$ cat config.mk
export PLATFORM = sky130hd
export DESIGN_NAME = eva_top
export DESIGN_NICKNAME = d
export VERILOG_FILES = /design/src/design/eva_pkg.sv /design/src/design/eva_top.sv
export VERILOG_INCLUDE_DIRS = /design/src /design/src/design
export SDC_FILE = /design/constraint.sdc
export NUM_CORES = 1
export LEC_CHECK = 0
export ABC_AREA = 1
export BUFFER_PORTS_ARGS = -buffer_cell sky130_fd_sc_hd__buf_2
export CAP_MARGIN = 40
export CELL_PAD_IN_SITES_DETAIL_PLACEMENT = 1
export CELL_PAD_IN_SITES_GLOBAL_PLACEMENT = 1
export CORE_UTILIZATION = 42
export DETAILED_ROUTE_END_ITERATION = 12
export MAX_ROUTING_LAYER = met4
export PLACE_DENSITY = 0.8
export SYNTH_ARGS = -nofsm -noshare
export SYNTH_HDL_FRONTEND = slang
export SYNTH_SLANG_ARGS = --single-unit
$ cat constraint.sdc
create_clock -name CLK -period 3.7 [get_ports CLK]
set_input_delay 0.37 -clock CLK [delete_from_list [all_inputs] [get_ports CLK]]
set_output_delay 0.37 -clock CLK [all_outputs]
set_load 0.02 [all_outputs]
$ cat src/design/eva_cfg.svh
// constants of the engine variable arithmetic block
// assumes it is included once per design file, before any module
//
// Summary of operation
// - each engine owns private 8-bit A and B
// - one shared 8-bit C seen by all engines
// - load immediate overwrites target with operand
// - target code 0 A, 1 B, 2 C
// - add immediate adds constant into target
// - subtract immediate subtracts constant from target
// - add variables sums sources into target
// - sums above 255 wrap through zero
// - subtract variables: first minus second into target
// - differences below zero wrap around from 255
// - source code 0 private A, 1 private B
// - source 2 shared, 3 mapped register value
// - compares skip encoded count when condition holds
`ifndef EVA_CFG_SVH
`define EVA_CFG_SVH

// register offsets on the plain port
`define EVA_OFS_MAP_LO  8'h3C
`define EVA_OFS_MAP_HI  8'h42
`define EVA_OFS_CTRL    8'h70
`define EVA_OFS_E1_A    8'h71
`define EVA_OFS_E1_B    8'h72
`define EVA_OFS_E2_A    8'h73
`define EVA_OFS_E2_B    8'h74
`define EVA_OFS_E3_A    8'h75
`define EVA_OFS_E3_B    8'h76
`define EVA_OFS_C       8'h77

// field positions
`define EVA_CTRL_MAP_SEL 0

// reset values
`define EVA_RST_VAR  8'h00
`define EVA_RST_MAP  8'h00
`define EVA_RST_CTRL 1'b0
`define EVA_RST_RDATA 8'h00

`endif

$ cat src/design/eva_pkg.sv
// types shared by the engine variable arithmetic block
// assumes eva_cfg.svh carries the numeric constants
package eva_pkg;

    // decoded instruction kinds from the sequencer
    typedef enum logic [3:0] {
        EVA_OP_NOP                = 4'h0,
        EVA_OP_LOAD_IMMEDIATE     = 4'h1,
        EVA_OP_ADD_IMMEDIATE      = 4'h2,
        EVA_OP_SUBTRACT_IMMEDIATE = 4'h3,
        EVA_OP_ADD_VARIABLES      = 4'h4,
        EVA_OP_SUBTRACT_VARIABLES = 4'h5,
        EVA_OP_JUMP_NOT_EQUAL     = 4'h6,
        EVA_OP_JUMP_LESS          = 4'h7,
        EVA_OP_JUMP_GREATER_EQUAL = 4'h8,
        EVA_OP_JUMP_EQUAL         = 4'h9
    } eva_op_t;

    // variable selector codes
    typedef enum logic [1:0] {
        EVA_SEL_A   = 2'h0,
        EVA_SEL_B   = 2'h1,
        EVA_SEL_C   = 2'h2,
        EVA_SEL_MAP = 2'h3
    } eva_sel_t;

    typedef struct packed {
        eva_op_t    op;
        eva_sel_t   target;
        eva_sel_t   src1;
        eva_sel_t   src2;
        logic [7:0] imm;
        logic [4:0] skip;
    } eva_instr_t;

    typedef struct packed {
        logic       taken;
        logic [4:0] skip;
    } eva_result_t;

endpackage

$ cat src/design/eva_top.sv
// variable arithmetic datapath shared by three program engines
// assumes decoded instructions arrive from sequencers on CLK
//
// The plain strobed port and the placing of the registers are this design's own decisions.
`timescale 1ns/10ps
`include "eva_cfg.svh"

module eva_top (
    input  wire logic                          CLK,
    input  wire logic                          RST,
    input  wire logic                          CE,
    input  wire logic [2:0]                    VALID,
    input  wire eva_pkg::eva_instr_t [2:0]     INSTR,
    output logic [2:0]                         READY,
    output logic [2:0]                         DONE,
    output eva_pkg::eva_result_t [2:0]         RESULT,
    input  wire logic [7:0]                    ADDR,
    input  wire logic [7:0]                    WDATA,
    input  wire logic                          WR,
    input  wire logic                          RD,
    output logic [7:0]                         RDATA
);
    import eva_pkg::*;

    // variable storage
    logic [2:0][7:0] var_a;
    logic [2:0][7:0] var_b;
    logic [7:0]      var_c;
    logic [2:0][7:0] next_var_a;
    logic [2:0][7:0] next_var_b;
    logic [7:0]      next_var_c;

    // software side registers
    logic [7:0]      map_lo;
    logic [7:0]      map_hi;
    logic            map_sel;
    logic [7:0]      next_map_lo;
    logic [7:0]      next_map_hi;
    logic            next_map_sel;
    logic [7:0]      next_rdata;

    // per engine datapath
    logic [7:0]      map_val;
    logic [2:0][7:0] op_x;
    logic [2:0][7:0] op_y;
    logic [2:0][7:0] res;
    logic [2:0]      writes;
    logic [2:0]      writes_c;
    logic [2:0]      grant;
    logic [2:0]      fire;
    logic [2:0]      cond;
    logic            c_claimed;
    logic [2:0]      next_done;
    eva_result_t [2:0] next_result;

    // pick one operand by selector code
    function automatic logic [7:0] fetch(
        input eva_sel_t   s,
        input logic [7:0] a,
        input logic [7:0] b,
        input logic [7:0] c,
        input logic [7:0] m
    );
        logic [7:0] v;
        case (s)
            EVA_SEL_A: v = a;
            EVA_SEL_B: v = b;
            EVA_SEL_C: v = c;
            default:   v = m;
        endcase
        return v;
    endfunction

    // true for instructions that store into a variable
    function automatic logic is_store(input eva_op_t op);
        return (op == EVA_OP_LOAD_IMMEDIATE) || (op == EVA_OP_ADD_IMMEDIATE) ||
               (op == EVA_OP_SUBTRACT_IMMEDIATE) || (op == EVA_OP_ADD_VARIABLES) ||
               (op == EVA_OP_SUBTRACT_VARIABLES);
    endfunction

    // mapped value: one of two registers chosen by software
    assign map_val = map_sel ? map_hi : map_lo;

    // operands, results, compares and shared-variable arbitration
    always_comb begin
        c_claimed = 1'b0;
        for (int e = 0; e < 3; e++) begin
            op_x[e]     = 8'h00;
            op_y[e]     = 8'h00;
            res[e]      = 8'h00;
            cond[e]     = 1'b0;
            writes[e]   = is_store(INSTR[e].op) && (INSTR[e].target != EVA_SEL_MAP);
            writes_c[e] = writes[e] && (INSTR[e].target == EVA_SEL_C);
            case (INSTR[e].op)
                EVA_OP_LOAD_IMMEDIATE: begin
                    res[e] = INSTR[e].imm;
                end
                EVA_OP_ADD_IMMEDIATE, EVA_OP_SUBTRACT_IMMEDIATE: begin
                    op_x[e] = fetch(INSTR[e].target, var_a[e], var_b[e], var_c, map_val);
                    op_y[e] = INSTR[e].imm;
                    // 8-bit sum or difference drops the carry
                    if (INSTR[e].op == EVA_OP_ADD_IMMEDIATE) begin
                        res[e] = op_x[e] + op_y[e];
                    end else begin
                        res[e] = op_x[e] - op_y[e];
                    end
                end
                EVA_OP_ADD_VARIABLES: begin
                    op_x[e] = fetch(INSTR[e].src1, var_a[e], var_b[e], var_c, map_val);
                    op_y[e] = fetch(INSTR[e].src2, var_a[e], var_b[e], var_c, map_val);
                    res[e]  = op_x[e] + op_y[e];
                end
                EVA_OP_SUBTRACT_VARIABLES: begin
                    op_x[e] = fetch(INSTR[e].src1, var_a[e], var_b[e], var_c, map_val);
                    op_y[e] = fetch(INSTR[e].src2, var_a[e], var_b[e], var_c, map_val);
                    res[e]  = op_x[e] - op_y[e];
                end
                EVA_OP_JUMP_NOT_EQUAL, EVA_OP_JUMP_LESS,
                EVA_OP_JUMP_GREATER_EQUAL, EVA_OP_JUMP_EQUAL: begin
                    op_x[e] = fetch(INSTR[e].src1, var_a[e], var_b[e], var_c, map_val);
                    op_y[e] = fetch(INSTR[e].src2, var_a[e], var_b[e], var_c, map_val);
                    case (INSTR[e].op)
                        EVA_OP_JUMP_NOT_EQUAL:     cond[e] = op_x[e] != op_y[e];
                        EVA_OP_JUMP_LESS:          cond[e] = op_x[e] < op_y[e];
                        EVA_OP_JUMP_GREATER_EQUAL: cond[e] = op_x[e] >= op_y[e];
                        default:                   cond[e] = op_x[e] == op_y[e];
                    endcase
                end
                default: begin
                    res[e] = 8'h00;
                end
            endcase
            // lowest engine wins the shared variable, the other engines storing C wait for a later cycle
            grant[e]  = VALID[e] && !(writes_c[e] && c_claimed);
            c_claimed = c_claimed || (VALID[e] && writes_c[e]);
        end
    end

    // handshake: nothing is taken while the block is frozen
    assign fire  = grant & {3{CE}};
    assign READY = fire;

    // next variable contents
    always_comb begin
        next_var_a = var_a;
        next_var_b = var_b;
        next_var_c = var_c;
        for (int e = 0; e < 3; e++) begin
            // an engine touches only its own A and B slots and the shared C
            if (fire[e] && writes[e]) begin
                case (INSTR[e].target)
                    EVA_SEL_A: next_var_a[e] = res[e];
                    EVA_SEL_B: next_var_b[e] = res[e];
                    EVA_SEL_C: next_var_c    = res[e];
                    default:   next_var_c    = next_var_c;
                endcase
            end
        end
    end

    // variables update on the accepting edge, on the same edge as done
    always_ff @(posedge CLK or posedge RST) begin
        if (RST) begin
            var_a <= {3{`EVA_RST_VAR}};
            var_b <= {3{`EVA_RST_VAR}};
            var_c <= `EVA_RST_VAR;
        end else if (CE) begin
            var_a <= next_var_a;
            var_b <= next_var_b;
            var_c <= next_var_c;
        end
    end

    // completion and jump outcome for each engine
    always_comb begin
        for (int e = 0; e < 3; e++) begin
            next_done[e]         = fire[e];
            next_result[e].taken = fire[e] && cond[e];
            next_result[e].skip  = (fire[e] && cond[e]) ? INSTR[e].skip : 5'h00;
        end
    end

    // done is one cycle after accept, so the sequencer sees fresh variables
    always_ff @(posedge CLK or posedge RST) begin
        if (RST) begin
            DONE   <= 3'h0;
            RESULT <= '0;
        end else if (CE) begin
            DONE   <= next_done;
            RESULT <= next_result;
        end
    end

    // software register writes and read data
    always_comb begin
        next_map_lo  = map_lo;
        next_map_hi  = map_hi;
        next_map_sel = map_sel;
        next_rdata   = RDATA;
        if (WR) begin
            case (ADDR)
                `EVA_OFS_MAP_LO: next_map_lo  = WDATA;
                `EVA_OFS_MAP_HI: next_map_hi  = WDATA;
                `EVA_OFS_CTRL:   next_map_sel = WDATA[`EVA_CTRL_MAP_SEL];
                default:         next_map_sel = map_sel;
            endcase
        end
        if (RD) begin
            case (ADDR)
                `EVA_OFS_MAP_LO: next_rdata = map_lo;
                `EVA_OFS_MAP_HI: next_rdata = map_hi;
                `EVA_OFS_CTRL:   next_rdata = {7'h00, map_sel};
                `EVA_OFS_E1_A:   next_rdata = var_a[0];
                `EVA_OFS_E1_B:   next_rdata = var_b[0];
                `EVA_OFS_E2_A:   next_rdata = var_a[1];
                `EVA_OFS_E2_B:   next_rdata = var_b[1];
                `EVA_OFS_E3_A:   next_rdata = var_a[2];
                `EVA_OFS_E3_B:   next_rdata = var_b[2];
                `EVA_OFS_C:      next_rdata = var_c;
                default:         next_rdata = 8'h00; // unmapped reads zero
            endcase
        end
    end

    // register file; reads show variables as of the strobe cycle
    always_ff @(posedge CLK or posedge RST) begin
        if (RST) begin
            map_lo  <= `EVA_RST_MAP;
            map_hi  <= `EVA_RST_MAP;
            map_sel <= `EVA_RST_CTRL;
            RDATA   <= `EVA_RST_RDATA;
        end else if (CE) begin
            map_lo  <= next_map_lo;
            map_hi  <= next_map_hi;
            map_sel <= next_map_sel;
            RDATA   <= next_rdata;
        end
    end
endmodule

==> impl_metrics.py <==
metrics = {
    "yosys": {
        "yosys_warnings": 0,
        "synth_ff_type": "dfrtp_1",
        "ys_seq_area_share_pct": 23.1,
        "syn_area_per_cell_um2": 6.20,
        "synth_edf_count": 0,
        "synthTopCellsByArea": "dfrtp_1 23%, nand2_1 19%, inv_1 9.7%",
        "synthDistinctLibCells": 53,
        "netlist_area_um2": 11100,
        "syn_nets": 1955,
        "synth_top_area_cell": "dfrtp_1",
        "synth_cells": 1783,
        "synth_commonest_cells": "569 x nand2_1, 286 x inv_1, 128 x nor2_1",
        "ys_seq_elements": 102,
        "yosys.area.top_type_share_pct": 23.1,
        "synth.most_common_cell": "nand2_1",
        "async_reset_ff_share_pct": 100,
    },
    "place": {
        "dp_hpwl_um": 37100,
        "io_buffers": 124,
        "gp_congestion": 0.965,
        "dp_slack_ns": -0.118,
    },
    "critical_path": {
        "worst-path-buf-inv": 4,
        "cp.required_ns": 3.94,
        "start_kind": "register",
        "r2r_start": "map_sel",
        "cp_slowest_cell": "fa_1",
        "r2r_end": "var_c[2]",
        "cp-endpoint": "var_c[2]",
        "crit_path_frequent_cell": "nand2_1",
        "path_delay_family": "compound AO/OA/AOI/OAI gates",
        "cp_cell_sequence": "buf_4 > o21ai_4 > buf_4 > nand2_1 > o2111ai_1 > ha_1 > inv_1 > fa_1 > inv_1 > nand2_1 > nor3b_1 > a21oi_1 > nand3_1 > nand2_1 > nand3_1 > o21ai_1 > nand2_1 > o211ai_1 > nand2_1",
        "critPathMaxStageDelay_ns": 0.44,
        "endpoint_kind": "register",
        "worst-path-stages": 19,
        "r2r_slack_ns": 0.26,
        "cp.arrival_ns": 3.68,
        "rr_worst_depth": 19,
        "cp_max_fo": 7,
        "crit_start": "map_sel",
        "critPathKind": "register to register",
    },
    "floorplanning": {
        "start_util_pct": 42.6,
        "num_io_pins": 125,
        "coreArea_um2": 25900,
        "dieArea_um2": 27000,
        "die_w_um": 164,
        "num_rows": 59,
        "die_y_um": 164,
    },
    "clocking": {
        "cts_buffers": 9,
        "htreeDepth": 3,
        "post_cts_buffers": 0,
        "cts.sinks": 102,
        "cts_root_buffer": "clkbuf_16",
        "cts_max_path_buffers": 2,
        "clkLatencyLatePin_ns": 0.37,
        "cts_tree": "done",
        "cts.reportedPaths.clkPinSlew_ns": 0.09,
    },
    "global_routing": {
        "grt_start_max_net_pins": 65,
        "track_usage_pct": 35.5,
        "grt_pass1_vias": 13200,
        "grt_overflow": 0,
        "grt_pass1_wl_um": 71600,
        "antenna_found_initial": 0,
    },
    "cells_and_area": {
        "antennaDiodeCount": 0,
        "drive_above_1_share_pct": 12.6,
        "nNetsFinal": 2104,
        "synthToLayoutAreaGrowth_pct": 14.2,
    },
    "routing": {
        "dr.pass1.iters": 5,
        "route.detailed.drc": 0,
        "drt_wl_total_um": 45600,
        "vias": 13200,
        "vias_per_cell": 5.81,
        "drt_iter0_drc": 1026,
        "antenna_left": 0,
        "routedWlPerCell_um": 20.1,
    },
    "pwr": {
        "peakVddDrop_v": 0.000211,
        "p_switching_uw": 2320,
        "p_leak_uw": 0.00679,
        "clock_power_share_pct": 20.1,
        "p_int_uw": 2490,
        "p_per_area_nw_per_um2": 381,
        "pwr-share-comb_pct": 48.3,
        "p_seq_share_pct": 31.6,
        "swShare_pct": 48.2,
    },
    "sta": {
        "maxSlewViolCount": 0,
        "worst_pin_slew_ns": 0.814,
        "setup_violations": 0,
        "holdWs_ns": 0.225,
        "hold_viol_final": 0,
        "slew_headroom_pct": 45.8,
        "setup_slack_ns": 0.263,
        "finalCritPeriodShare_pct": 92.9,
        "fin_worst_skew_ns": 0.0201,
        "fmax_ghz": 0.291,
        "tns_ns": 0,
        "period_minus_slack_ns": 3.44,
        "rsz0062_at_grt": "false",
    },
    "hold_path": {
        "hold_depth": 3,
        "hp-class": "input port to register",
    },
    "job": {
        "maxCapViolations": 0,
    },
    "status": {
        "status": "completed",
    },
}
-- timing repair --
item / 4_1_cts / 5_1_grt
endpoints found under the setup margin: 12 / 22
resized for setup: 1 / 7
hold buffers: 1 / 0
endpoints found under the hold margin: 10 / 0
pin swaps: 0 / 1
-- state kept, by name (all words and copies together), names as in the netlist --
register  flops
DONE          3
RDATA         8
RESULT       18
map_hi        8
map_lo        8
map_sel       1
var_a        24
var_b        24
var_c         8
-- logic make-up (layout without fill, tap and decap cells) --
logic type               Yosys count  after routing  synth area share, %
AO/OA/AOI/OAI                    371            371                 20.8
adder cells (fa/ha/maj)           79             79                 9.56
multiplexers                       3              3                0.306
flip-flops                       102            102                 23.1
buffers and inverters            329            483                 11.4
AND/OR/NAND/NOR                  878            878                 33.2
XOR/XNOR                          21             21                 1.66
-- worst reg2reg max path: stages (launching register included) --
cell	delay [ns]
dfrtp_1	0.42
buf_4	0.18
o21ai_4	0.33
buf_4	0.23
nand2_1	0.06
o2111ai_1	0.10
ha_1	0.27
inv_1	0.08
fa_1	0.44
inv_1	0.10
nand2_1	0.06
nor3b_1	0.14
a21oi_1	0.17
nand3_1	0.20
nand2_1	0.12
nand3_1	0.09
o21ai_1	0.10
nand2_1	0.07
o211ai_1	0.08
nand2_1	0.07
-- area by class of cell --
class                   instances  area [µm²]
well taps                     335         419
clock buffers                  11         233
multi-input cells            1352        7280
fillers                      3600       13300
inverters                     302        1150
repair buffers                165         951
flip-flops and latches        102        2550
clock inverters                 5        41.3
-- worst min-delay path by stage --
stage | start | endpoint | slack (ns)
2_1_floorplan | var_a[12] | var_a[12] | 0.45
4_1_cts | WDATA[6] | map_lo[6] | 0.23
3_5_place_dp | RST | RDATA[5] | 0.30
5_1_grt | WDATA[1] | map_lo[1] | 0.25
6_report | WDATA[6] | map_lo[6] | 0.23
3_3_place_gp | DONE[2] | DONE[2] | 0.46
-- power groups by stage --
stage	combinational [µW]	sequential (µW)	clock (µW)
detailed placement	2270	1520	0
CTS	2280	1500	957
finish	2320	1520	965
global placement	2190	1520	0
global route	2570	1520	999
floorplan	1510	1390	0
-- per-stage QoR --
stage                     power (µW)  std cells  util (%)  instance area [µm²]
after floorplan                 2900       1783         -                11100
after global placement          3710       2251      47.3                12300
after CTS                       4740       2272      48.6                12600
after detailed placement        3780       2255      47.5                12300
final                           4810       2272      48.7                12600
after global routing            5090       2272      48.7                12600
-- per-layer routing --
metal | GRT usage [%] | vias to the layer above | share of wire [%]
li1 | - | 6174 | -
met1 | 44.2 | 6392 | 43
met2 | 58.9 | 514 | 47
met3 | 4.37 | 123 | 6.6
met4 | 12.7 | 0 | 3.7
met5 | - | - | 0
-- cells in the final DEF, fill, tap and decap left out, drive strengths merged, types with 20 or more instances in the layout --
cell     instances
nand2          584
inv            302
buf            164
o21ai          144
nor2           138
dfrtp          102
nand3          100
a21oi           91
ha              70
o2111ai         48
nand4           26
a221oi          20
Power figures use the tool's default switching activity.
